[src/rtl/dmi_defines.vh]
// Constants for the data-move instruction unit: opcode patterns,
// field positions, quarter-cycle codes and reset values.
// Assumes inclusion by bare name from the design files only.
`ifndef DMI_DEFINES_VH
`define DMI_DEFINES_VH

// ----------------------------------------
// Instruction word fields
// ----------------------------------------
`define DMI_NIB_HI          15:12
`define DMI_BYTE_HI         15:8
`define DMI_ADDR12          11:0
`define DMI_LIT8            7:0
`define DMI_ACC_BIT         8
`define DMI_STORE_HI        15:9

// ----------------------------------------
// Opcode patterns
// ----------------------------------------
`define DMI_OP_COPY_SRC     4'hc
`define DMI_OP_COPY_DST     4'hf
`define DMI_OP_LOAD_BANK    8'h01
`define DMI_OP_LOAD_ACC     8'h0e
`define DMI_OP_STORE        7'h37

// ----------------------------------------
// Quarter-cycle phases, one-hot
// ----------------------------------------
`define DMI_Q1              4'h1
`define DMI_Q2              4'h2
`define DMI_Q3              4'h4
`define DMI_Q4              4'h8

// ----------------------------------------
// Reset values and bank constants
// ----------------------------------------
`define DMI_ACC_RST         8'h00
`define DMI_BANK_RST        4'h0
`define DMI_BANK_NIB        3:0
`define DMI_ACCESS_LOW_HI   4'h0
`define DMI_ACCESS_HIGH_HI  4'hf
`define DMI_ACCESS_SPLIT    8'h80
`define DMI_ADDR_ZERO       12'h000
`define DMI_BYTE_ZERO       8'h00
`define DMI_WORD_ZERO       16'h0000

`endif

[src/rtl/dmi_phase.v]
// Quarter-cycle generator: rotates a one-hot Q1..Q4 phase on every clock.
// Assumes a synchronous, active-high reset from the core clock domain.
`timescale 1ns/10ps
`include "dmi_defines.vh"

module dmi_phase (
	input  wire       clock_i,
	input  wire       rst_i,
	output reg  [3:0] phase_o
);

	always @(posedge clock_i) begin
		if (rst_i) begin
			phase_o <= `DMI_Q1;
		end else begin
			phase_o <= {phase_o[2:0], phase_o[3]};
		end
	end

endmodule

[src/rtl/dmi_move_unit.v]
// Decode and execute unit for four data-move instructions of an 8-bit core.
// Assumes a program word presented at Q1 and a data space that answers a
// read in the same quarter (rd_data_i is valid in the clock where rd_en_o is high).
`timescale 1ns/10ps
`include "dmi_defines.vh"

module dmi_move_unit (
	input  wire        clock_i,
	input  wire        rst_i,
	input  wire [15:0] instr_i,
	input  wire        instr_valid_i,
	input  wire [7:0]  rd_data_i,
	output reg  [3:0]  phase_o,
	output reg         rd_en_o,
	output reg  [11:0] rd_addr_o,
	output reg         wr_en_o,
	output reg  [11:0] wr_addr_o,
	output reg  [7:0]  wr_data_o,
	output reg  [7:0]  acc_o,
	output reg  [3:0]  bank_pointer_o,
	output reg         second_word_o,
	output reg         bad_word_o
);

	// ----------------------------------------
	// State machine
	// ----------------------------------------
	localparam ST_IDLE   = 3'h1;
	localparam ST_EXEC   = 3'h2;
	localparam ST_SECOND = 3'h4;

	localparam K_NONE  = 3'h0;
	localparam K_COPY  = 3'h1;
	localparam K_BANK  = 3'h2;
	localparam K_LACC  = 3'h3;
	localparam K_STORE = 3'h4;

	wire [3:0] phase;
	reg  [2:0] state_reg;
	reg  [2:0] state_next;
	reg  [2:0] kind_reg;
	reg  [15:0] word_reg;
	reg  [7:0] data_reg;
	reg  [11:0] dst_reg;

	// ----------------------------------------
	// Quarter-cycle phase
	// ----------------------------------------
	// Live phase drives decode; phase_o is a registered copy one clock behind
	dmi_phase u_phase (
		.clock_i (clock_i),
		.rst_i   (rst_i),
		.phase_o (phase)
	);

	// ----------------------------------------
	// Decode
	// ----------------------------------------
	// Decode one first word into an instruction kind
	function [2:0] dmi_kind;
		input [15:0] w;
		begin
			if (w[`DMI_NIB_HI] == `DMI_OP_COPY_SRC) begin
				dmi_kind = K_COPY;
			end else if (w[`DMI_BYTE_HI] == `DMI_OP_LOAD_BANK) begin
				dmi_kind = K_BANK;
			end else if (w[`DMI_BYTE_HI] == `DMI_OP_LOAD_ACC) begin
				dmi_kind = K_LACC;
			end else if (w[`DMI_STORE_HI] == `DMI_OP_STORE) begin
				dmi_kind = K_STORE;
			end else begin
				dmi_kind = K_NONE;
			end
		end
	endfunction

	// Forms the 12-bit store address from access bit, bank and offset
	function [11:0] dmi_bank_addr;
		input [15:0] w;
		input [3:0]  bank;
		begin
			if (w[`DMI_ACC_BIT]) begin
				dmi_bank_addr = {bank, w[`DMI_LIT8]};
			// Access bank: low offsets from page 0, high offsets from top page
			end else if (w[`DMI_LIT8] < `DMI_ACCESS_SPLIT) begin
				dmi_bank_addr = {`DMI_ACCESS_LOW_HI, w[`DMI_LIT8]};
			end else begin
				dmi_bank_addr = {`DMI_ACCESS_HIGH_HI, w[`DMI_LIT8]};
			end
		end
	endfunction

	// ----------------------------------------
	// Sequencing
	// ----------------------------------------
	always @* begin
		state_next = state_reg;
		case (state_reg)
			ST_IDLE: begin
				if (phase == `DMI_Q1 && instr_valid_i) begin
					state_next = ST_EXEC;
				end
			end
			ST_EXEC: begin
				if (phase == `DMI_Q4) begin
					state_next = (kind_reg == K_COPY) ? ST_SECOND : ST_IDLE;
				end
			end
			ST_SECOND: begin
				if (phase == `DMI_Q4) begin
					state_next = ST_IDLE;
				end
			end
			default: begin
				state_next = ST_IDLE;
			end
		endcase
	end

	// ----------------------------------------
	// Execute
	// ----------------------------------------
	// Pulses fall back to low every clock, so no strobe can be left
	// standing if a decode is cut short
	always @(posedge clock_i) begin
		if (rst_i) begin
			state_reg      <= ST_IDLE;
			kind_reg       <= K_NONE;
			word_reg       <= `DMI_WORD_ZERO;
			data_reg       <= `DMI_BYTE_ZERO;
			dst_reg        <= `DMI_ADDR_ZERO;
			phase_o        <= `DMI_Q1;
			rd_en_o        <= 1'b0;
			rd_addr_o      <= `DMI_ADDR_ZERO;
			wr_en_o        <= 1'b0;
			wr_addr_o      <= `DMI_ADDR_ZERO;
			wr_data_o      <= `DMI_BYTE_ZERO;
			acc_o          <= `DMI_ACC_RST;
			bank_pointer_o <= `DMI_BANK_RST;
			second_word_o  <= 1'b0;
			bad_word_o     <= 1'b0;
		end else begin
			state_reg     <= state_next;
			phase_o       <= phase;
			rd_en_o       <= 1'b0;
			wr_en_o       <= 1'b0;
			bad_word_o    <= 1'b0;
			second_word_o <= 1'b0;
			if (state_reg == ST_IDLE && phase == `DMI_Q1 && instr_valid_i) begin
				word_reg <= instr_i;
				kind_reg <= dmi_kind(instr_i);
			end
			if (state_reg == ST_SECOND && phase == `DMI_Q1) begin
				second_word_o <= 1'b1;
				if (instr_i[`DMI_NIB_HI] == `DMI_OP_COPY_DST) begin
					dst_reg <= instr_i[`DMI_ADDR12];
				end else begin
					// Write still goes ahead; the flag only reports the bad pair
					bad_word_o <= 1'b1;
					dst_reg    <= instr_i[`DMI_ADDR12];
				end
			end
			if (state_reg == ST_EXEC && phase == `DMI_Q2 && kind_reg == K_COPY) begin
				rd_en_o   <= 1'b1;
				rd_addr_o <= word_reg[`DMI_ADDR12];
			end
			if (state_reg == ST_EXEC && phase == `DMI_Q3 && kind_reg == K_COPY) begin
				data_reg <= rd_data_i;
			end
			if (state_reg == ST_EXEC && phase == `DMI_Q4) begin
				case (kind_reg)
					K_BANK: begin
						bank_pointer_o <= word_reg[`DMI_BANK_NIB];
					end
					K_LACC: begin
						acc_o <= word_reg[`DMI_LIT8];
					end
					K_STORE: begin
						wr_en_o   <= 1'b1;
						wr_addr_o <= dmi_bank_addr(word_reg, bank_pointer_o);
						wr_data_o <= acc_o;
					end
					default: begin
						wr_en_o <= 1'b0;
					end
				endcase
			end
			// destination written second Q4, no dummy read
			if (state_reg == ST_SECOND && phase == `DMI_Q4) begin
				wr_en_o   <= 1'b1;
				wr_addr_o <= dst_reg;
				wr_data_o <= data_reg;
			end
		end
	end

endmodule

[config.mk]
export PLATFORM = sky130hd
export DESIGN_NAME = dmi_move_unit
export DESIGN_NICKNAME = d
export VERILOG_FILES = /design/src/rtl/dmi_phase.v /design/src/rtl/dmi_move_unit.v
export VERILOG_INCLUDE_DIRS = /design/src /design/src/rtl
export SDC_FILE = /design/constraint.sdc
export NUM_CORES = 1
export LEC_CHECK = 0
export ABC_AREA = 0
export BUFFER_PORTS_ARGS = -buffer_cell sky130_fd_sc_hd__clkbuf_2
export CAP_MARGIN = 30
export CORE_MARGIN = 2
export CORE_UTILIZATION = 50
export DETAILED_ROUTE_END_ITERATION = 7
export GPL_TIMING_DRIVEN = 0
export PLACE_DENSITY = 0.74
export SLEW_MARGIN = 20
export SYNTH_ARGS = -nofsm -noshare
export SYNTH_HDL_FRONTEND = slang
export SYNTH_SLANG_ARGS = --single-unit
[constraint.sdc]
create_clock -name clock_i -period 2.3 [get_ports clock_i]
set_input_delay 0.345 -clock clock_i [delete_from_list [all_inputs] [get_ports clock_i]]
set_output_delay 0.345 -clock clock_i [all_outputs]
set_load 0.005 [all_outputs]
==> results_dict.tcl <==
set metrics [dict create \
    synthToLayoutAreaGrowth_pct 18.4 \
    peakVddDrop_uv 379 \
    synth_common_cells "92 x dfxtp_1, 50 x mux2i_1, 48 x nor2_1" \
    max_freq_ghz 0.494 \
    ys.flop_type "dfxtp_1" \
    htreeDepth 3 \
    hold_viol_final 0 \
    synth_edf_count 0 \
    synth_top_area_share_pct 47.0 \
    clk_path_buf_depth 2 \
    slew_headroom_pct 48.7 \
    grt_pass1_wl_mm 16.0 \
    status "completed" \
    max_cap_viol_count 0 \
    ys_top_cells_by_area "dfxtp_1 47%, mux2i_1 13%, a311oi_2 6.1%" \
    num_io_pins 79 \
    tns_ns 0 \
    place_area_um2 4430 \
    post_cts_resize_count 0 \
    synthDistinctLibCells 47 \
    path_max_fanout 10 \
    wl_mm 9.90 \
    synth_most_common_cell "dfxtp_1" \
    power_density_nw_per_um2 642 \
    maxSlewViolCount 0 \
    wl_per_cell_um 16.7 \
    drc 0 \
    cts_inserted_buffers 9 \
    post-dp-hpwl_mm 7.04 \
    drtAntennaViolNets 0 \
    grt_max_degree 15 \
    cts_tree "built" \
    setup_viol 0 \
    place_congestion 0.866 \
    rsz0062_at_grt "false" \
    cp_data_arrival_time_ns 2.26 \
    skew_ns 0.0100 \
    drt_pre_antenna_iters 4 \
    cts_hold_buf 0 \
    antenna_found_initial 0 \
    overflow 0 \
    synthCells 399 \
    final_cells 593 \
    period_share_pct 88.1 \
    vias 3294 \
    die_height_um 92.5 \
    final_area_um2 4640 \
    coreArea_um2 7650 \
    clk_pin_slew_ns 0.09 \
    nets 514 \
    cp-start-kind "register" \
    clkLatencyLatePin_ns 0.37 \
    ys_seq_area_share_pct 47.0 \
    power_leakage_nw 2.03 \
    synth_area_leader_cell "dfxtp_1" \
    portBuffers 77 \
    cp-end-kind "register" \
    rows 32 \
    syn_nets 426 \
    postCtsSetupRepairBufs 0 \
    antenna_cells 0 \
    cts.sinks 92 \
    drtIter0Drc 199 \
    place_inst 578 \
    synth_area_um2 3920 \
    grt_usage_pct 24.2 \
    yosys_warnings 0 \
    min_path_type "in -> reg" \
    holdWs_ns 0.203 \
    start_util_pct 51.3 \
    die_w_um 92.5 \
    first_global_vias 3149 \
    async_flop_share_pct 0 \
    avgSynthCellArea_um2 9.82 \
    vias_per_cell 5.55 \
    critPathKind "reg -> reg" \
    required_ns 2.54 \
    fin_crit_ns 2.03 \
    layout-drive-gt1-share_pct 28.3 \
    dieArea_um2 8560 \
    tightest_slew_ns 0.770 \
    cts-root-buf "clkbuf_8" \
    fin_util_pct 60.7 \
    ys_ff_latch 92 \
]
-- layout make-up --
class	instances	area [um^2]
plain buffers	34	205
clock buffers	11	131
clock inverters	4	75.1
fillers	658	3010
inverters	1	3.75
multi-input cells	272	1870
flip-flops and latches	92	1840
well taps	102	128
repair buffers	77	385
-- worst max-delay path: stages, from the launching register on --
cell and delay, ns:
dfxtp_1 0.46, nor4b_4 0.48, nand3_2 0.36, buf_2 0.34, mux2i_1 0.19, nor2_1 0.06
-- kinds of logic (layout without fill, tap and decap cells) --
group	count (synthesis)	count (layout)	share of synthesized area (%)
AND/OR/NAND/NOR	156	156	21.1
flip-flops	92	92	47.0
AO/OA/AOI/OAI	65	65	13.6
multiplexers	50	50	12.8
buffers and inverters	35	127	5.33
XOR/XNOR	1	1	0.223
-- cell usage in the layout (no fill, tap or decap), types with 2 or more instances in the layout --
cell        Yosys  layout
o31a_1          3       3
nand4_1         3       3
mux2i_1        50      50
clkinvlp_4      0       2
clkbuf_8        0       9
nor2_1         48      48
dfxtp_1        92      92
nor4b_1         2       2
clkbuf_1       15      17
nand3_2         3       3
a311oi_2       16      16
nor4_1          2       2
nor4b_4         2       2
buf_6           6       6
a21oi_1        28      28
bufinv_16       0       2
clkbuf_2        0      77
nand3_1        31      31
nor2b_1         5       5
nor3b_1         2       2
buf_2           8       8
buf_4           3       3
o21ai_0         8       8
nand2_1        39      39
a21oi_2         2       2
or2_2           2       2
a211o_1         3       3
nand4b_1        3       3
-- through the flow --
| step | setup WS, ns | total power [mW] |
|---|---|---|
| 2_1_floorplan | 0.632 | 1.77 |
| 3_3_place_gp | 0.339 | 1.84 |
| 3_5_place_dp | 0.276 | 1.84 |
| 4_1_cts | 0.268 | 2.98 |
| 5_1_grt | 0.135 | 3.06 |
| 6_report | 0.275 | 2.98 |
-- metal layers --
| layer | vias to the layer above | global-route usage [%] | wire [um] | share of wire, % |
|---|---|---|---|---|
| li1 | 1592 | - | - | - |
| met1 | 1580 | 32.0 | 4390 | 44 |
| met2 | 105 | 39.3 | 4720 | 48 |
| met3 | 17 | 5.29 | 613 | 6.2 |
| met4 | 0 | 8.21 | 176 | 1.8 |
| met5 | - | 0 | 0 | 0 |
-- final timing paths --
check	startpoint	endpoint	slack, ns	cells after the start
worst max-delay path	u_phase.phase_o[0]	word_reg[1]	0.27	5
worst min-delay path	rd_data_i[5]	data_reg[5]	0.20	3
worst max register to register	u_phase.phase_o[0]	word_reg[1]	0.27	5
worst min register to register	dst_reg[4]	dst_reg[4]	0.46	2
-- where the power goes --
part	switching [mW]	total [mW]	internal [mW]
registers	0.0194	1.63	1.61
clock network	0.566	1.17	0.607
logic	0.111	0.178	0.0672
Power figures use the tool's default switching activity.
